[config.mk]
export PLATFORM = sky130hd
export DESIGN_NAME = usbrxs_top
export DESIGN_NICKNAME = d
export VERILOG_FILES = /design/src/usbrxs_pkg.sv /design/src/usbrxs_cell.sv /design/src/usbrxs_top.sv
export SDC_FILE = /design/constraint.sdc
export NUM_CORES = 1
export LEC_CHECK = 0
export BUFFER_PORTS_ARGS = -buffer_cell sky130_fd_sc_hd__buf_4
export CAP_MARGIN = 20
export CORE_MARGIN = 2
export CORE_UTILIZATION = 30
export DETAILED_ROUTE_END_ITERATION = 6
export PLACE_DENSITY = 0.49
export SETUP_SLACK_MARGIN = 0.05
export SLEW_MARGIN = 20
export SYNTH_ARGS = -nofsm -noshare
export SYNTH_HDL_FRONTEND = slang
export SYNTH_SLANG_ARGS = --single-unit
[constraint.sdc]
create_clock -name ref_clk -period 2.4 [get_ports ref_clk]
set_input_delay 0.12 -clock ref_clk [delete_from_list [all_inputs] [get_ports ref_clk]]
set_output_delay 0.12 -clock ref_clk [all_outputs]
set_load 0.01 [all_outputs]
[src/usbrxs_pkg.sv]
// ============================================================
// Shared constants for the endpoint receive status block
package usbrxs_pkg;

    // ========================================================
    // Sizes
    localparam int unsigned EP_COUNT    = 16;
    localparam int unsigned EP_IDX_W    = 4;
    localparam int unsigned RPTR_W      = 6;

    // ========================================================
    // Register indices; byte address is four times the index
    localparam logic [7:0] RX_STATUS_IDX   = 8'h0D;
    localparam logic [7:0] EP_SELECT_IDX   = 8'h0E;
    localparam logic [7:0] EP_CONFIG_IDX   = 8'h0F;
    localparam logic [7:0] EP_FILL_IDX     = 8'h11;
    localparam logic [7:0] RX_STATUS_ADDR  = 8'h34;
    localparam logic [7:0] EP_SELECT_ADDR  = 8'h38;
    localparam logic [7:0] EP_CONFIG_ADDR  = 8'h3C;
    localparam logic [7:0] EP_FILL_ADDR    = 8'h44;

    // ========================================================
    // Receive status field positions
    localparam int unsigned TOGGLE_BIT    = 7;
    localparam int unsigned SETUP_BIT     = 6;
    localparam int unsigned OVW_START_BIT = 5;
    localparam int unsigned OVW_END_BIT   = 4;
    localparam int unsigned TOG_WEN_BIT   = 3;
    localparam int unsigned VOID_BIT      = 2;
    localparam int unsigned ERROR_BIT     = 1;
    localparam int unsigned ACK_BIT       = 0;

    // ========================================================
    // Endpoint configuration field positions
    localparam int unsigned CFG_CONTROL_BIT = 0;
    localparam int unsigned CFG_ENABLE_BIT  = 1;
    localparam int unsigned CFG_RXSTALL_BIT = 2;
    localparam int unsigned CFG_TXSTALL_BIT = 3;
    localparam int unsigned CFG_ISO_BIT     = 4;
    localparam int unsigned CFG_SHARED_ACCESS_PENDING_BIT    = 5;
    localparam int unsigned CFG_RELEASE_BIT = 7;
    localparam int unsigned CFG_W           = 6;

    // ========================================================
    // Reset values, the full fill level and the toggle value after SETUP
    localparam logic [7:0]        RX_STATUS_RESET = 8'h00;
    localparam logic [CFG_W-1:0]  CFG_RESET       = 6'h00;
    localparam logic [1:0]        FILL_RESET      = 2'h0;
    localparam logic [1:0]        FILL_FULL       = 2'h3;
    localparam logic [RPTR_W-1:0] RPTR_RESET      = 6'h00;
    localparam logic              TOGGLE_AFTER_SETUP = 1'b1;

endpackage : usbrxs_pkg

[src/usbrxs_cell.sv]
`timescale 1ns/1ps
`default_nettype none
// ============================================================
// Status and fill state of one endpoint
module usbrxs_cell
    import usbrxs_pkg::*;
(
    input  wire logic              ref_clk,     // System clock
    input  wire logic              rst_b,       // Async reset, low
    input  wire logic              sie_hit,     // Bus event is for this ep
    input  wire logic              setup_tok,   // Valid SETUP token
    input  wire logic              out_tok,     // Valid OUT token
    input  wire logic              ack_sent,    // ACK handshake finished
    input  wire logic              rx_done,     // End of data reception
    input  wire logic              rx_good,     // Reception without error
    input  wire logic              sof,         // Start of frame
    input  wire logic              fifo_err,    // FIFO error present
    input  wire logic              fw_hit,      // Firmware selects this ep
    input  wire logic              st_wr,       // Status register write
    input  wire logic              cfg_wr,      // Config register write
    input  wire logic [7:0]        wdata,       // Firmware write data
    input  wire logic              rd_strobe,   // Firmware FIFO byte read
    output logic [7:0]             status,      // Status read value
    output logic [CFG_W-1:0]       cfg,         // Config read value
    output logic                   void_now,    // Void condition now
    output logic                   lock,        // Fill state locked
    output logic [1:0]             fill,        // Receive fill state
    output logic [RPTR_W-1:0]      rptr         // Receive read pointer
);

    // ========================================================
    // State
    logic tog_q, setup_q, ovs_q, ove_q, void_q, err_q, ack_q, stg_q;
    logic pv_q, pe_q, pa_q, pvv_q, pav_q;
    logic [CFG_W-1:0]  cfg_q;
    logic [1:0]        fill_q;
    logic [RPTR_W-1:0] rptr_q;

    // ========================================================
    // Event decode
    wire is_ctl   = cfg_q[CFG_CONTROL_BIT];
    wire is_iso   = cfg_q[CFG_ISO_BIT];
    wire e_setup  = sie_hit & setup_tok;
    wire e_out    = sie_hit & out_tok;
    wire e_done   = sie_hit & rx_done;
    wire e_sack   = sie_hit & ack_sent & stg_q;
    wire e_oack   = sie_hit & ack_sent & ~stg_q;
    wire e_wst    = fw_hit & st_wr;
    wire e_wcfg   = fw_hit & cfg_wr;
    wire e_sof    = sof & is_iso;
    // Void condition seen by an OUT token
    assign void_now = ~cfg_q[CFG_ENABLE_BIT] | cfg_q[CFG_RXSTALL_BIT] |
                      setup_q | (fill_q == FILL_FULL) | fifo_err;
    // Overwrite flags steer only control endpoints
    wire ovs_set  = e_setup & is_ctl;
    wire ovs_clr  = e_sack;
    wire ove_set  = e_sack & is_ctl;
    wire ove_clr  = e_wst & ~wdata[OVW_END_BIT];
    assign lock   = is_ctl & (ovs_q | ove_q);
    wire tog_fw   = e_wst & wdata[TOG_WEN_BIT];
    wire rel      = e_wcfg & wdata[CFG_RELEASE_BIT];
    wire grow     = e_done & rx_good & ~lock & (fill_q != FILL_FULL);
    wire shrink   = rel & ~lock & (fill_q != FILL_RESET);

    // ========================================================
    // Next values
    logic tog_d;
    always_comb begin
        tog_d = tog_q;
        if (e_oack) begin
            tog_d = ~tog_q;
        end
        if (tog_fw) begin
            tog_d = wdata[TOGGLE_BIT];
        end
        if (e_setup) begin
            tog_d = TOGGLE_AFTER_SETUP;
        end
    end

    // Hardware set wins over a firmware clear in the same cycle
    wire setup_d = e_setup | (setup_q & ~(e_wst & ~wdata[SETUP_BIT]));
    wire ovs_d   = ovs_set | (ovs_q & ~ovs_clr);
    wire ove_d   = ove_set | (ove_q & ~ove_clr);
    wire stg_d   = e_setup | (stg_q & ~(sie_hit & ack_sent));

    // ========================================================
    // Registers
    always_ff @(posedge ref_clk or negedge rst_b) begin
        if (!rst_b) begin
            {tog_q, setup_q, ovs_q, ove_q} <= 4'h0;
            {void_q, err_q, ack_q, stg_q} <= 4'h0;
        end else begin
            tog_q   <= tog_d;
            setup_q <= setup_d;
            ovs_q   <= ovs_d;
            ove_q   <= ove_d;
            stg_q   <= stg_d;
            if (e_out && !is_iso) begin
                void_q <= void_now;
            end else if (e_sof && pvv_q) begin
                void_q <= pv_q;
            end
            if (e_done && !is_iso) begin
                err_q <= ~rx_good;
                ack_q <= rx_good;
            end else if (e_sof && pav_q) begin
                err_q <= pe_q;
                ack_q <= pa_q;
            end
        end
    end

    // Isochronous outcomes wait for the next start of frame
    always_ff @(posedge ref_clk or negedge rst_b) begin
        if (!rst_b) begin
            {pv_q, pvv_q, pe_q, pa_q, pav_q} <= 5'h00;
        end else begin
            if (e_out && is_iso) begin
                pv_q  <= void_now;
                pvv_q <= 1'b1;
            end else if (e_sof) begin
                pvv_q <= 1'b0;
            end
            if (e_done && is_iso) begin
                pe_q  <= ~rx_good;
                pa_q  <= rx_good;
                pav_q <= 1'b1;
            end else if (e_sof) begin
                pav_q <= 1'b0;
            end
        end
    end

    always_ff @(posedge ref_clk or negedge rst_b) begin
        if (!rst_b) begin
            cfg_q  <= CFG_RESET;
            fill_q <= FILL_RESET;
            rptr_q <= RPTR_RESET;
        end else begin
            if (e_wcfg) begin
                cfg_q <= wdata[CFG_W-1:0];
            end
            if (ovs_set) begin
                fill_q <= FILL_RESET;
                rptr_q <= RPTR_RESET;
            end else begin
                if (grow) begin
                    fill_q <= fill_q + 2'h1;
                end else if (shrink) begin
                    fill_q <= fill_q - 2'h1;
                    rptr_q <= RPTR_RESET;
                end else if (fw_hit && rd_strobe && !lock) begin
                    rptr_q <= rptr_q + 6'h01;
                end
            end
        end
    end

    // ========================================================
    // Read view; the toggle write enable always reads zero
    assign status = {tog_q, setup_q, ovs_q, ove_q, 1'b0,
                     void_q, err_q, ack_q};
    assign cfg    = cfg_q;
    assign fill   = fill_q;
    assign rptr   = rptr_q;

endmodule : usbrxs_cell
`default_nettype wire

[src/usbrxs_top.sv]
`timescale 1ns/1ps
`default_nettype none
module usbrxs_top
    import usbrxs_pkg::*;
(
    input  wire logic                ref_clk,         // System clock
    input  wire logic                rst_b,           // Async reset, low
    input  wire logic [7:0]          paddr,           // APB byte address
    input  wire logic                psel,            // APB select
    input  wire logic                penable,         // APB access phase
    input  wire logic                pwrite,          // APB direction
    input  wire logic [31:0]         pwdata,          // APB write data
    output logic [31:0]              prdata,          // APB read data
    output logic                     pready,          // APB ready
    output logic                     pslverr,         // APB error
    input  wire logic [EP_IDX_W-1:0] sie_ep,          // Endpoint of token
    input  wire logic                sie_setup_tok,   // Valid SETUP pulse
    input  wire logic                sie_out_tok,     // Valid OUT pulse
    input  wire logic                sie_in_tok,      // Valid IN pulse
    input  wire logic                sie_ack_sent,    // ACK sent pulse
    input  wire logic                sie_rx_done,     // Reception end pulse
    input  wire logic                sie_rx_good,     // Reception good
    input  wire logic                sie_sof,         // Start of frame
    input  wire logic                sie_fifo_err,    // FIFO error level
    input  wire logic                fifo_rd_strobe,  // FIFO byte read
    output logic                     sie_force_nak,   // Answer with NAK
    output logic                     sie_rx_void,     // OUT cannot land
    output logic [EP_COUNT-1:0]      rx_fifo_lock,    // Lock per endpoint
    output logic [1:0]               rx_fill_state,   // Selected ep fill
    output logic [RPTR_W-1:0]        rx_read_ptr      // Selected ep pointer
);

    // ========================================================
    // Bus decode
    logic [EP_IDX_W-1:0] endpoint_select_index_q;
    logic [31:0]         prdata_q;
    logic                pslverr_q;
    logic [1:0]          fill_q;
    logic [RPTR_W-1:0]   rptr_q;

    wire setup_phase = psel & ~penable;
    wire access      = psel & penable;
    wire hit_status  = (paddr == RX_STATUS_ADDR);
    wire hit_select  = (paddr == EP_SELECT_ADDR);
    wire hit_config  = (paddr == EP_CONFIG_ADDR);
    wire hit_fill    = (paddr == EP_FILL_ADDR);
    wire hit_any     = hit_status | hit_select | hit_config | hit_fill;
    wire wr_take     = access & pwrite & hit_any;
    wire st_wr       = wr_take & hit_status;
    wire cfg_wr      = wr_take & hit_config;

    // ========================================================
    // Endpoint cells
    logic [7:0]        status_v [EP_COUNT];
    logic [CFG_W-1:0]  cfg_v    [EP_COUNT];
    logic [1:0]        fill_v   [EP_COUNT];
    logic [RPTR_W-1:0] rptr_v   [EP_COUNT];
    logic [EP_COUNT-1:0] void_v;

    genvar gi;
    generate
        for (gi = 0; gi < EP_COUNT; gi++) begin : g_ep
            wire sie_hit = (sie_ep == EP_IDX_W'(gi));
            wire fw_hit  = (endpoint_select_index_q == EP_IDX_W'(gi));
            usbrxs_cell u_cell (
                .ref_clk   (ref_clk),
                .rst_b     (rst_b),
                .sie_hit   (sie_hit),
                .setup_tok (sie_setup_tok),
                .out_tok   (sie_out_tok),
                .ack_sent  (sie_ack_sent),
                .rx_done   (sie_rx_done),
                .rx_good   (sie_rx_good),
                .sof       (sie_sof),
                .fifo_err  (sie_fifo_err & sie_hit),
                .fw_hit    (fw_hit),
                .st_wr     (st_wr),
                .cfg_wr    (cfg_wr),
                .wdata     (pwdata[7:0]),
                .rd_strobe (fifo_rd_strobe),
                .status    (status_v[gi]),
                .cfg       (cfg_v[gi]),
                .void_now  (void_v[gi]),
                .lock      (rx_fifo_lock[gi]),
                .fill      (fill_v[gi]),
                .rptr      (rptr_v[gi])
            );
        end
    endgenerate

    // ========================================================
    // Token answers toward the serial engine
    wire [7:0] sie_status = status_v[sie_ep];
    wire       tok_any    = sie_in_tok | sie_out_tok;
    // Stall bits do not outrank a pending setup packet
    assign sie_force_nak = tok_any & sie_status[SETUP_BIT];
    assign sie_rx_void   = void_v[sie_ep];

    // ========================================================
    // Read mux
    wire [7:0] sel_status = status_v[endpoint_select_index_q];
    wire [31:0] rd_word =
        hit_status ? {24'h000000, sel_status} :
        hit_select ? {28'h0000000, endpoint_select_index_q} :
        hit_config ? {26'h0000000, cfg_v[endpoint_select_index_q]} :
        hit_fill   ? {23'h000000, rx_fifo_lock[endpoint_select_index_q],
                      rptr_v[endpoint_select_index_q],
                      fill_v[endpoint_select_index_q]} :
                     32'h00000000;

    // ========================================================
    // Registers
    always_ff @(posedge ref_clk or negedge rst_b) begin
        if (!rst_b) begin
            endpoint_select_index_q <= '0;
        end else if (wr_take && hit_select) begin
            endpoint_select_index_q <= pwdata[EP_IDX_W-1:0];
        end
    end

    // Read data is sampled in the setup cycle, so zero wait states
    always_ff @(posedge ref_clk or negedge rst_b) begin
        if (!rst_b) begin
            prdata_q  <= 32'h00000000;
            pslverr_q <= 1'b0;
        end else if (setup_phase) begin
            prdata_q  <= pwrite ? 32'h00000000 : rd_word;
            pslverr_q <= ~hit_any;
        end
    end

    always_ff @(posedge ref_clk or negedge rst_b) begin
        if (!rst_b) begin
            fill_q <= FILL_RESET;
            rptr_q <= RPTR_RESET;
        end else begin
            fill_q <= fill_v[endpoint_select_index_q];
            rptr_q <= rptr_v[endpoint_select_index_q];
        end
    end

    assign prdata        = prdata_q;
    assign pready        = 1'b1;
    assign pslverr       = pslverr_q & access;
    assign rx_fill_state = fill_q;
    assign rx_read_ptr   = rptr_q;

endmodule : usbrxs_top
`default_nettype wire

---- After elaboration in Yosys (flattened, before gate mapping) ----
Cells that the tools add are included.
word-level totals
  output and inout bits ................... 60
  register bits after elaboration ......... 477
  bits of input ports ..................... 58
  word-level logic and storage cells ...... 1737
operators by class
  equal/unequal tests ..................... 82
  magnitude comparators ................... 4
  reduce and logical (&&, ||, !) cells .... 307
  bitwise logic cells ..................... 707
  multiplexer cells ....................... 328
  $add $sub $neg .......................... 48
operators with widths
  operator                                                                  count
  1-bit bitwise AND                                                         424
  6-bit two-way mux                                                         68
  1-bit two-way mux                                                         194
  2-bit nonzero test                                                        80
  1-bit bitwise OR                                                          148
  3-bit nonzero test                                                        48
  1-bit inverter                                                            133
  1-bit logical AND                                                         129
  2-bit two-way mux                                                         50
  6-bit by 1-bit adder with 6-bit output (second input constant)            16
  8-bit binary-select mux with 4-bit select                                 2
  4-bit == test (second input constant)                                     16
  6-bit binary-select mux with 4-bit select                                 2
  9-bit two-way mux                                                         5
  2-bit by 1-bit adder with 2-bit output (second input constant)            16
  2-bit == test (second input constant)                                     16
  4-bit by 3-bit == test with 1-bit output (second input constant)          8
  1-bit zero test                                                           32
  2-bit by 1-bit inequality test with 1-bit output (second input constant)  16
  2-bit inequality test (second input constant)                             16
  2-bit AND reduction                                                       16
  2-bit by 1-bit subtractor with 2-bit output (second input constant)       16
  8-bit by 6-bit == test with 1-bit output (second input constant)          3
  4-bit by 2-bit == test with 1-bit output (second input constant)          4
  10 further kinds                                                          18

---- Longest topological paths before layout ----
Gate-level depths: netlist of the first run.
  depth in word-level cells ............... 13
  depth in mapped cells ................... 9

---- Modules after synthesis ----
Synthesis of the first run repeated with hierarchy kept, for this count alone.
unflattened totals
  cells, all modules ...................... 2602
  area, all modules ....................... 26999.6 sq um
modules (own cells, without submodules)
  module                             seq. area each (sq um)  area an instance (sq um)  cells an instance  times used
  usbrxs_cell (g_ep[0].u_cell ...)   675.6                   1385.1                    133                11
  usbrxs_cell (g_ep[14].u_cell ...)  675.6                   1385.1                    136                4
  usbrxs_top                         550.5                   4853.4                    458                1
  usbrxs_cell (g_ep[9].u_cell)       675.6                   1370.1                    137                1

---- Worst setup path before layout of the first run ----
No wires, ideal clock.
  path kind ............................... register to register
  start point ............................. reg endpoint_select_index_q[0]
  end point ............................... reg prdata_q[5] (netlist: prdata[5])
  setup slack ............................. 0.296 ns
  cell stages (with the launch flop) ...... 9
  arrival ................................. 1.972 ns
  cell sequence ........................... dfrtp_1 -> buf_2 -> buf_2 -> buf_4 -> mux4_2 -> a22oi_1 -> nand2_1 -> a32oi_1 -> o21ai_0
on the way
  cells in the longest elaborated chain, start to end .. 9
  elaborated cells on any way between the ends .. 15
RTL lines
  what                                                      line                                                     text
  start, declared                                           usbrxs_top.sv:35                                         logic [EP_IDX_W-1:0] endpoint_select_index_q;
  start signal, assigned                                    usbrxs_top.sv:117                                        endpoint_select_index_q <= pwdata[EP_IDX_W-1:0];
  4-bit inverter with 5-bit output (not written as such) *  usbrxs_top.sv:101, usbrxs_top.sv:105, usbrxs_top.sv:107
  6-bit binary-select mux with 4-bit select                 usbrxs_top.sv:107                                        rptr_v[endpoint_select_index_q],
  6-bit two-way mux (not written as such) (2 in a row)      usbrxs_top.sv:107
  9-bit two-way mux                                         usbrxs_top.sv:106                                        hit_fill ? {23'h000000, rx_fifo_lock[endpoint_select_index_q],
  9-bit two-way mux                                         usbrxs_top.sv:105                                        hit_config ? {26'h0000000, cfg_v[endpoint_select_index_q]} :
  9-bit two-way mux                                         usbrxs_top.sv:104                                        hit_select ? {28'h0000000, endpoint_select_index_q} :
  9-bit two-way mux *                                       usbrxs_top.sv:103                                        hit_status ? {24'h000000, sel_status} :
  9-bit two-way mux *                                       usbrxs_top.sv:127                                        prdata_q <= pwrite ? 32'h00000000 : rd_word;
  end signal, assigned                                      usbrxs_top.sv:127
  end, declared                                             usbrxs_top.sv:36                                         logic [31:0] prdata_q;
Mark *: on every way between the ends. The rest lies on a longest branch, timed or not. The select of a mux whose other input is x is not followed.
A chain may end at the register's enable or synchronous reset.

---- Final worst setup path of the first run ----
  start point ............................. reg g_ep[4].u_cell.cfg_q[2]
  end point ............................... out sie_rx_void
on the way
  cells in the longest elaborated chain, start to end .. 6
RTL lines
  what                                       line                text
  start, declared                            usbrxs_cell.sv:35   logic [CFG_W-1:0] cfg_q;
  start signal, assigned                     usbrxs_cell.sv:142  cfg_q <= wdata[CFG_W-1:0];
  1-bit bitwise OR (2 in a row)              usbrxs_cell.sv:52   assign void_now = ~cfg_q[CFG_ENABLE_BIT] | cfg_q[CFG_RXSTALL_BIT] |
  1-bit bitwise OR (2 in a row)              usbrxs_cell.sv:53   setup_q | (fill_q == FILL_FULL) | fifo_err;
  1-bit binary-select mux with 4-bit select  usbrxs_top.sv:97    assign sie_rx_void = void_v[sie_ep];
  1-bit two-way mux (not written as such)    usbrxs_top.sv:97
  end, declared                              usbrxs_top.sv:27    output logic sie_rx_void,
No other way between the ends. The select of a mux whose other input is x is not followed.

==> results of run 1 <==
-- power by group through the flow --
stage	combinational (W)	sequential, W	clock [W]
finish	0.00376	0.00926	0.00846
CTS	0.00370	0.00926	0.00864
global route	0.00407	0.00935	0.00893
detailed placement	0.00364	0.00940	0
floorplan	0.00213	0.00905	0
global placement	0.00357	0.00938	0
-- cells in the mapped netlist, drive strengths merged (18+ instances only) --
cell	number	share of area, %
o21ai	159	3.1
a221o	24	0.93
a21oi	81	1.6
clkbuf	80	1.2
nand2	379	5.5
or3	18	0.43
dfrtp	454	44
and2	23	0.56
nand2b	24	0.58
nand3	144	2.8
nor3	63	1.6
a22oi	22	0.64
a31oi	29	0.70
mux4	86	7.5
buf	112	2.6
mux2i	47	1.8
and3	33	0.80
nor4	39	1.1
o211ai	20	0.58
nor2b	28	0.69
mux2	159	6.9
nor2	151	2.2
nand4	35	0.90
xnor2	26	0.88
inv	63	0.91
-- cell type report --
type | count | share of cell area, %
timing repair buffer | 392 | 10.3
antenna | 2 | 0.0157
sequential | 454 | 35.8
clock buffer | 78 | 4.91
clock inverter | 17 | 0.740
inverter | 63 | 0.744
tap | 1144 | 4.50
multi-input combinational | 1899 | 43.0
-- metrics by stage --
stage / worst slack, ps / utilization (%) / setup TNS, ps
2_1_floorplan: 296 / - / 0
3_3_place_gp: -295 / 34.4 / -789
3_5_place_dp: -187 / 34.4 / -593
4_1_cts: -481 / 36.9 / -709
5_1_grt: -499 / 37.2 / -772
6_report: -367 / 37.2 / -574
-- how the worst max path moves through the flow --
stage	from	endpoint	slack [ps]	cells past startpoint
2_1_floorplan	endpoint_select_index_q[0]	prdata[5]	300	8
3_3_place_gp	endpoint_select_index_q[0]	prdata[5]	-290	7
3_5_place_dp	endpoint_select_index_q[0]	prdata[5]	-190	7
4_1_cts	g_ep[6].u_cell.cfg[2]	sie_rx_void	-480	7
5_1_grt	g_ep[7].u_cell.setup_q	sie_rx_void	-500	7
6_report	g_ep[4].u_cell.cfg[2]	sie_rx_void	-370	7
-- layer usage --
metal	vias up	routed length, um	global-route usage (%)
li1	10100	-	-
met1	11300	45100	32.0
met2	911	44800	34.6
met3	163	7260	3.66
met4	8	3120	6.48
met5	-	48	0
-- placed cells by master, fill, tap and decap left out, drive strengths merged, types with 18 or more instances in the layout --
master  count
o211ai     20
a221o      24
conb       24
mux2      159
a31oi      29
inv        66
nand4      35
nor3       63
buf       378
and2       23
xnor2      26
nand2b     24
nor2      151
a22oi      22
and3       33
mux2i      47
clkbuf     78
nor2b      28
o21ai     159
or3        18
nand2     379
mux4       86
dfrtp     454
a21oi      81
nand3     144
nor4       39
-- tightest hold or removal path, cell delays in order --
cell and delay (ps):
buf_4 260, nand3_1 190, nand2_1 60
-- what timing repair did --
action,in CTS,in global routing
endpoints found under the hold margin,402,0
endpoints found under the setup margin,36,67
hold buffers,14,0
buffers inserted,13,7
pin swaps,3,6
gates resized for setup,14,45
-- cell families after synthesis --
group,after synthesis,share of synthesized area (%)
adder cells (fa/ha/maj),16,0.773
AO/OA/AOI/OAI,498,12.8
flip-flops,454,43.9
buffers and inverters,255,4.69
other,2,0.0290
AND/OR/NAND/NOR,1041,20.7
XOR/XNOR,28,0.947
multiplexers,292,16.2
==> results.txt, run 1 <==
status -> finished, violations left
failing checks -> negative setup slack
post-route standard cell area excluding fillers -> 31800 sq um
vias per cell -> 5.55
placed instance count -> 3918
sequential cell area in the final layout -> 11400 sq um
final hold violation count -> 0
cell internal pwr -> 0.0151 W
Post-synth EDFFs -> 0
initial core utilization -> 30.3%
Peak supply drop -> 517 uV
cell class contributing the biggest share of worst-path delay -> simple AND/OR/NAND/NOR gates
count of cell types in the netlist -> 98
global-route wire length before repair -> 149000 um
number of filler instances in the final layout -> 8502
final period demand of the worst path -> 2770 ps
clock latency of the later-clocked register in the worst-skew pair -> 640 ps
Routed wire per std cell -> 24.8 um
capture instance of the worst register-to-register path -> prdata[7]
Die Outline Area -> 88700 sq um
number of standard cells after synthesis -> 2586
overflow left after global routing -> 0
Cell Pwr Density -> 676 nW/um^2
level count of the clock H-tree -> 2
sequential share of the synthesized area -> 43.9%
Leakage Power -> 13.7 nW
Worst setup EP type -> output pin
relative slew slack -> 55.2%
maximum number of pins on one net before global-route repair -> 62
number of nets in the layout -> 2938
classification of the worst setup path -> flip-flop to output pin
worst hold path class -> input pin to flip-flop
routability-driven placement congestion ratio -> 0.950
share of async-settable or async-resettable flops after synthesis -> 100%
total iterations of the first detailed-routing run -> 6
number of global-route vias before repair -> 22100
Largest stage delay, worst path -> 390 ps
worst path buffer plus inverter count -> 2
Yosys Warn Count -> 0
CTS tree -> yes
critical path startpoint category -> flip-flop
timing-limited maximum frequency -> 361 MHz
residual antenna-violating net count after detailed routing -> 0
clk root buf -> clkbuf_16
slew at the pin closest to its max-slew limit -> 672 ps
post-CTS clock slew at the launch and capture registers of the worst setup and hold paths -> 60 ps
Switching Share -> 29.8%
cells traversed along the worst timing path -> or3b_4 -> a221o_1 -> mux2i_2 -> o311ai_2 -> buf_4 -> nand4b_1 -> buf_4
worst reg2reg path startpoint -> endpoint_select_index_q[0]
Top-Level Pins -> 118
Detail Placement HPWL -> 76900 um
setup repair after global routing missed its margin -> yes
Comb power frac -> 17.5%
smallest hold slack -> 34.5 ps
final cell count without fillers -> 4049
Synth Flop Type -> dfrtp_1
peak fanout along the critical path -> 2
number of buffer cells added on primary ports -> 69
part of the cycle the worst path needs -> 115%
Sink Count -> 454
post-route clock skew -> 30.5 ps
slowest cell on the critical path -> or3b_4
switching power -> 0.00641 W
reg-to-reg slack, setup -> 110 ps
post-synthesis area per instance -> 10.0 sq um
number of remaining DRC errors -> 0
multi-input logic area -> 13700 sq um
Hold Path End -> g_ep[10].u_cell.pvv_q
overall routed net length -> 100000 um
total power -> 0.0215 W
number of maximum-capacitance constraint violations -> 0
data arrival time at the worst-slack endpoint -> 2650 ps
standard cell core area -> 85400 sq um
required time of the worst setup path -> 2280 ps
total routing usage reported by global routing -> 22.3%
clock power share -> 39.4%
register share of total power -> 43.1%
fraction of layout instances using a drive strength above 1 -> 27.9%
max-slew violations -> 0
Hold Crit Start -> sie_out_tok
clock buffer depth -> 3
flops & latches, synth -> 454
Die H -> 298 um
Placement Rows -> 107
reg2reg path depth -> 8
library cell appearing most often on the critical path -> buf_4
number of violations reported at the end of detailed-routing iteration 0 -> 2159
worst setup margin -> -367 ps
setup-violating endpoint count in the final report -> 2
cts bufs inserted -> 54
Die W -> 298 um
antenna violations before repair -> 5
count of vias placed by the detailed router -> 22500
Area Overhead vs Synth -> 22.7%
netlist area before placement -> 25900 sq um
Hold Path Cell Cnt -> 3
Post-Place Cell Area -> 29400 sq um
Power figures use the tool's default switching activity.
==> run 2, diff against run 1 <==
--- a/config.mk
+++ b/config.mk
@@ -15,4 +15,5 @@
 export SLEW_MARGIN = 20
 export SYNTH_ARGS = -nofsm -noshare
 export SYNTH_HDL_FRONTEND = slang
+export SYNTH_HIERARCHICAL = 1
 export SYNTH_SLANG_ARGS = --single-unit
==> results.txt, run 2 <==
worst path buffer plus inverter count -> 1 (-1)
worst setup margin -> -613 ps (-246 ps)
post-route clock skew -> 19.1 ps (-11.5 ps)
Cell Pwr Density -> 641 nW/um^2 (-5.2%)
initial core utilization -> 30.1% (-0.19 points)
Comb power frac -> 13.7% (-3.8 points)
Util after Layout -> 35.8% (-1.4 points)
number of standard cells after synthesis -> 2602 (+0.62%)
flops & latches, synth -> 454 (unchanged)
clk root buf -> clkbuf_16
standard cell core area -> 89600 sq um (+4.9%)
Post-synth EDFFs -> 0 (unchanged)
failing checks -> negative setup slack
routability-driven placement congestion ratio -> 0.888 (-6.5%)
Die H -> 304 um (+2.1%)
top cells by instance count after synthesis -> dfrtp_1, nand2_1, buf_4
vias per cell -> 5.53 (-0.34%)
data arrival time at the worst-slack endpoint -> 2890 ps (+240 ps)
count of vias placed by the detailed router -> 22200 (-1.2%)
number of filler instances in the final layout -> 8931 (+5.0%)
Placement Rows -> 110 (+2.8%)
share of async-settable or async-resettable flops after synthesis -> 100% (unchanged)
global-route wire length before repair -> 144000 um (-3.5%)
post-CTS clock slew at the launch and capture registers of the worst setup and hold paths -> 60 ps (about the same)
sequential share of the synthesized area -> 42.1% (-1.8 points)
Sink Count -> 454 (unchanged)
Leakage Power -> 14.1 nW (+2.8%)
highest-count cells in the layout ignoring fill and taps -> dfrtp_1, nand2_1, buf_4
CTS tree -> yes
cell taking the most area after synthesis -> dfrtp_1
Area Overhead vs Synth -> 18.7%
critical path startpoint category -> flip-flop
post-route standard cell area excluding fillers -> 32000 sq um (+0.84%)
setup repair after global routing missed its margin -> yes
most common cell in the synthesized netlist -> dfrtp_1
Switching Share -> 27.0% (-2.8 points)
part of the cycle the worst path needs -> 126% (+10 points)
clock buffer depth -> 3 (unchanged)
Detail Placement HPWL -> 73100 um (-4.9%)
Synth Flop Type -> dfrtp_1
max-slew violations -> 0 (unchanged)
clock latency of the later-clocked register in the worst-skew pair -> 620 ps (-20 ps)
cell class contributing the biggest share of worst-path delay -> multiplexers
cts bufs inserted -> 55 (+1.9%)
antenna violations before repair -> 1 (-4)
Largest stage delay, worst path -> 540 ps (+150 ps)
switching power -> 0.00554 W (-13%)
relative slew slack -> 52.1% (-3.1 points)
Routed wire per std cell -> 23.9 um (-3.4%)
overflow left after global routing -> 0 (unchanged)
level count of the clock H-tree -> 2 (unchanged)
Post-Place Cell Area -> 29900 sq um (+1.6%)
library cell appearing most often on the critical path -> mux4_2
register share of total power -> 43.3% (+0.2 points)
timing-limited maximum frequency -> 332 MHz (-8.2%)
classification of the worst setup path -> flip-flop to output pin
worst hold path class -> input pin to flip-flop
required time of the worst setup path -> 2280 ps (about the same)
overall routed net length -> 96100 um (-4.2%)
number of buffer cells added on primary ports -> 69 (unchanged)
number of global-route vias before repair -> 22200 (+0.60%)
diodes inserted -> 0 (-2)
final period demand of the worst path -> 3010 ps (+246 ps)
setup-violating endpoint count in the final report -> 2 (unchanged)
Top-Level Pins -> 118 (unchanged)
slew at the pin closest to its max-slew limit -> 716 ps (+44.2 ps)
total iterations of the first detailed-routing run -> 5 (-1)
status -> finished, violations left
cells traversed along the worst timing path -> and2_4 -> or4_4 -> mux4_2 -> mux4_2 -> buf_6
number of remaining DRC errors -> 0 (unchanged)
count of cell types in the netlist -> 84 (-14%)
slowest cell on the critical path -> mux4_2
number of violations reported at the end of detailed-routing iteration 0 -> 1796 (-17%)
peak fanout along the critical path -> 2 (unchanged)
netlist area before placement -> 27000 sq um (+4.2%)
total routing usage reported by global routing -> 20.5% (-1.8 points)
final hold violation count -> 0 (unchanged)
top area cells in the synthesized netlist -> dfrtp_1, mux4_2, nand2_1, buf_4, mux2_1
number of maximum-capacitance constraint violations -> 0 (unchanged)
Die Outline Area -> 92400 sq um (+4.2%)
post-synthesis area per instance -> 10.4 sq um (+3.6%)
Worst setup EP type -> output pin
Die W -> 304 um (+2.1%)
leading cell type in the layout, fill and taps excluded -> dfrtp_1
Yosys Warn Count -> 6 (+6)
residual antenna-violating net count after detailed routing -> 0 (unchanged)
number of nets in the layout -> 2875 (-2.1%)
reg-to-reg slack, setup -> 100 ps (about the same)
clock power share -> 43.0% (+3.6 points)
Peak supply drop -> 442 uV (-15%)
fraction of synthesized cell area taken by the top area cell type -> 42.1% (-1.8 points)
fraction of layout instances using a drive strength above 1 -> 26.6% (-1.2 points)
maximum number of pins on one net before global-route repair -> 68 (+9.7%)
cell internal pwr -> 0.0150 W (-0.54%)
==> run 2: worst min-delay path: stages <==
cell     delay, ps
buf_4          230
nand3_1        180
o21ai_1         60
==> run 2: cell type report <==
class	instances	area, sq um	area share (%)
Multi-Input combinational cell	1879	14100	44.1
Sequential cell	454	11400	35.5
Timing Repair Buffer	358	2990	9.34
Clock buffer	80	1620	5.06
Tap cell	1176	1470	4.59
Clock inverter	16	267	0.832
Inverter	53	199	0.621
==> run 2: per-stage QoR <==
step	worst slack [ps]	std cells	TNS (ps)	total power (W)	hold WS [ps]
4_1_cts	-636	4011	-848	0.0207	0.250
3_5_place_dp	-154	3904	-267	0.0118	179
2_1_floorplan	29.8	2624	0	0.0108	-176
3_3_place_gp	-132	3904	-142	0.0117	178
5_1_grt	-651	4016	-896	0.0214	6.49
6_report	-613	4016	-791	0.0205	36.1
==> run 2: final timing paths <==
path | start | endpoint | cells past startpoint
max | g_ep[0].u_cell/fill[0] | sie_rx_void | 5
min reg2reg | g_ep[4].u_cell/pvv_q | g_ep[4].u_cell/pvv_q | 2
min in group asynchronous | rst_b | g_ep[2].u_cell/pvv_q | 2
max in group asynchronous | rst_b | g_ep[7].u_cell/rptr[0] | 3
max reg2reg | endpoint_select_index_q[0] | prdata[1] | 6
min | sie_ack_sent | g_ep[15].u_cell/ove_q | 3
==> run 2: per-layer routing <==
metal  vias to the layer above  global-route usage [%]  wire length [um]  part of all wire [%]
li1                       9935                       -                 -                     -
met1                     11400                    27.4             41900                    44
met2                       749                    34.8             46700                    49
met5                         -                       0                 0                     0
met3                       134                    2.97              5240                   5.5
met4                         0                    5.32              2270                   2.4
==> run 2: power groups by stage <==
stage	logic, W	clock network (W)	registers, W
4_1_cts	0.00281	0.00902	0.00888
6_report	0.00282	0.00882	0.00889
5_1_grt	0.00305	0.00938	0.00896
3_5_place_dp	0.00275	0	0.00901
3_3_place_gp	0.00269	0	0.00898
2_1_floorplan	0.00192	0	0.00885
==> run 2: logic make-up after synthesis <==
group | share of synthesized area [%]
DFF | 42.1
xor gates and xnor gates | 0.519
and+or+nand+nor | 16.6
muxes | 17.2
other | 0.250
AOI/OAI and AO/OA | 15.8
adders and majority gates | 0.741
buffers and inverters | 6.80
==> run 2: what timing repair did <==
item | in CTS | in global routing
pin swaps | 6 | 2
gates cloned | 0 | 0
hold endpoints to repair | 229 | 0
hold buffers | 9 | 0
setup buffers | 2 | 5
gates resized for setup | 38 | 12
endpoints found under the setup margin | 13 | 26
==> run 3, diff against run 2 <==
--- a/config.mk
+++ b/config.mk
@@ -7,10 +7,11 @@
 export LEC_CHECK = 0
 export BUFFER_PORTS_ARGS = -buffer_cell sky130_fd_sc_hd__buf_4
 export CAP_MARGIN = 20
+export CORE_ASPECT_RATIO = 1.4
 export CORE_MARGIN = 2
-export CORE_UTILIZATION = 30
+export CORE_UTILIZATION = 47
 export DETAILED_ROUTE_END_ITERATION = 6
-export PLACE_DENSITY = 0.49
+export PLACE_DENSITY = 0.68
 export SETUP_SLACK_MARGIN = 0.05
 export SLEW_MARGIN = 20
 export SYNTH_ARGS = -nofsm -noshare
==> results.txt, run 3 (synthesis results as in run 2) <==
Placement Rows -> 103 (-6.4%)
Die W -> 207 um (-32%)
final period demand of the worst path -> 2950 ps (-59.3 ps)
startpoint of the most critical setup path -> g_ep[15].u_cell/fill[0]
Peak supply drop -> 440 uV (-0.34%)
highest-count cells in the layout ignoring fill and taps -> dfrtp_1, nand2_1, buf_4
maximum number of pins on one net before global-route repair -> 77 (+13%)
leading cell type in the layout, fill and taps excluded -> dfrtp_1
number of nets in the layout -> 2845 (-1.0%)
number of global-route vias before repair -> 21600 (-2.6%)
sequential cell area in the final layout -> 11400 sq um (about the same)
residual antenna-violating net count after detailed routing -> 0 (unchanged)
Die Outline Area -> 59400 sq um (-36%)
standard cell core area -> 56600 sq um (-37%)
count of vias placed by the detailed router -> 22100 (-0.32%)
number of filler instances in the final layout -> 4805 (-46%)
overflow left after global routing -> 0 (unchanged)
part of the cycle the worst path needs -> 123% (-2.5 points)
Comb power frac -> 13.9% (+0.2 points)
clock power share -> 40.1% (-2.9 points)
Top-Level Pins -> 118 (unchanged)
initial core utilization -> 47.7% (+18 points)
register share of total power -> 46.0% (+2.7 points)
level count of the clock H-tree -> 2 (unchanged)
final hold violation count -> 0 (unchanged)
worst hold path class -> input pin to flip-flop
worst reg2reg path startpoint -> endpoint_select_index_q[0]
clock latency of the later-clocked register in the worst-skew pair -> 600 ps (-20 ps)
status -> finished, violations left
Leakage Power -> 13.9 nW (-1.7%)
worst setup margin -> -553 ps (+59.4 ps)
classification of the worst setup path -> flip-flop to output pin
Hold Crit Start -> sie_out_tok
failing checks -> negative setup slack
Area Overhead vs Synth -> 15.1%
post-CTS clock slew at the launch and capture registers of the worst setup and hold paths -> 60 ps (about the same)
total routing usage reported by global routing -> 28.5% (+8.0 points)
timing-limited maximum frequency -> 339 MHz (+2.0%)
data arrival time at the worst-slack endpoint -> 2830 ps (-60 ps)
CTS tree -> yes
Routed wire per std cell -> 23.8 um (-0.46%)
Setup TNS -> -748 ps (+43.0 ps)
required time of the worst setup path -> 2280 ps (about the same)
number of remaining DRC errors -> 0 (unchanged)
Worst setup EP type -> output pin
setup repair after global routing missed its margin -> yes
clock buffer depth -> 3 (unchanged)
fraction of layout instances using a drive strength above 1 -> 25.8% (-0.85 points)
critical path startpoint category -> flip-flop
Detail Placement HPWL -> 63700 um (-13%)
clk root buf -> clkbuf_16
slew at the pin closest to its max-slew limit -> 605 ps (-111 ps)
routability-driven placement congestion ratio -> 0.969 (+9.2%)
relative slew slack -> 59.5% (+7.4 points)
smallest hold slack -> 19.4 ps (-16.7 ps)
setup-violating endpoint count in the final report -> 2 (unchanged)
cell internal pwr -> 0.0141 W (-6.0%)
Sink Count -> 454 (unchanged)
switching power -> 0.00521 W (-6.0%)
antenna violations before repair -> 3 (+2)
Cell Pwr Density -> 622 nW/um^2 (-3.0%)
global-route wire length before repair -> 128000 um (-11%)
Die H -> 288 um (-5.4%)
multi-input logic area -> 14200 sq um (+0.38%)
total iterations of the first detailed-routing run -> 6 (+1)
peak fanout along the critical path -> 2 (unchanged)
max-slew violations -> 0 (unchanged)
Switching Share -> 27.0% (about the same)
overall routed net length -> 84400 um (-12%)
number of violations reported at the end of detailed-routing iteration 0 -> 2087 (+16%)
number of buffer cells added on primary ports -> 69 (unchanged)
number of maximum-capacitance constraint violations -> 0 (unchanged)
vias per cell -> 6.24 (+13%)
cts bufs inserted -> 48 (-13%)
post-route clock skew -> 22.1 ps (+2.96 ps)
## run 3: power groups by stage
stage               registers (W)  logic [W]  clock network, W
floorplan                 0.00885    0.00192                 0
finish                    0.00888    0.00269           0.00774
CTS                       0.00886    0.00264           0.00785
global placement          0.00896    0.00250                 0
global route              0.00894    0.00292           0.00815
detailed placement        0.00899    0.00258                 0
## run 3: area by class of cell
type | count | area share (%)
Multi-Input combinational cell | 1879 | 45.6
Inverter | 53 | 0.640
Timing Repair Buffer | 335 | 8.97
Clock inverter | 18 | 0.733
Tap cell | 735 | 2.96
Sequential cell | 454 | 36.6
Antenna cell | 2 | 0.0161
Clock buffer | 67 | 4.42
## run 3: critical path, stage by stage, from the launching register on
cell     delay, ps
dfrtp_1        380
and2_4         170
or4_4          430
mux4_2         540
mux4_2         560
buf_6          160
## run 3: through the flow
step | instances | setup slack (ps) | total power (W) | cell area [sq um] | util (%)
floorplan | 2624 | 29.8 | 0.0108 | 27200 | -
global placement | 3426 | -110 | 0.0115 | 29000 | 51.2
detailed placement | 3426 | -149 | 0.0116 | 29000 | 51.2
CTS | 3526 | -573 | 0.0194 | 30800 | 54.5
global route | 3543 | -583 | 0.0200 | 31100 | 54.9
finish | 3543 | -553 | 0.0193 | 31100 | 54.9
## run 3: path summary, 6_finish.rpt
kind | endpoint | slack, ps | depth (start not counted)
max | sie_rx_void | -550 | 5
min | g_ep[15].u_cell/pvv_q | 20 | 3
max reg2reg | g_ep[0].u_cell/rptr[5] | 80 | 7
min reg2reg | g_ep[2].u_cell/pe_q | 480 | 2
max in group asynchronous | g_ep[2].u_cell/err_q | 1530 | 3
min in group asynchronous | g_ep[3].u_cell/tog_q | 50 | 2
## run 3: repair_timing
| item | in CTS | in global routing |
|---|---|---|
| hold buffers | 11 | 0 |
| setup buffers | 4 | 15 |
| hold endpoints to repair | 535 | 0 |
| gates cloned | 0 | 0 |
| resized for setup | 28 | 29 |
| setup endpoints to repair | 5 | 49 |
| pin swaps | 13 | 18 |
## run 3: per-layer routing
metal  part of all wire, %  wire, um  global-route usage, %  vias to the layer above
met1                    39     33300                   36.2                    11100
met2                    48     40700                   46.7                      950
met5                 0.019        16                      0                        -
li1                      -         -                      -                     9878
met3                   6.6      5580                   4.87                      234
met4                   5.8      4870                   14.6                        2
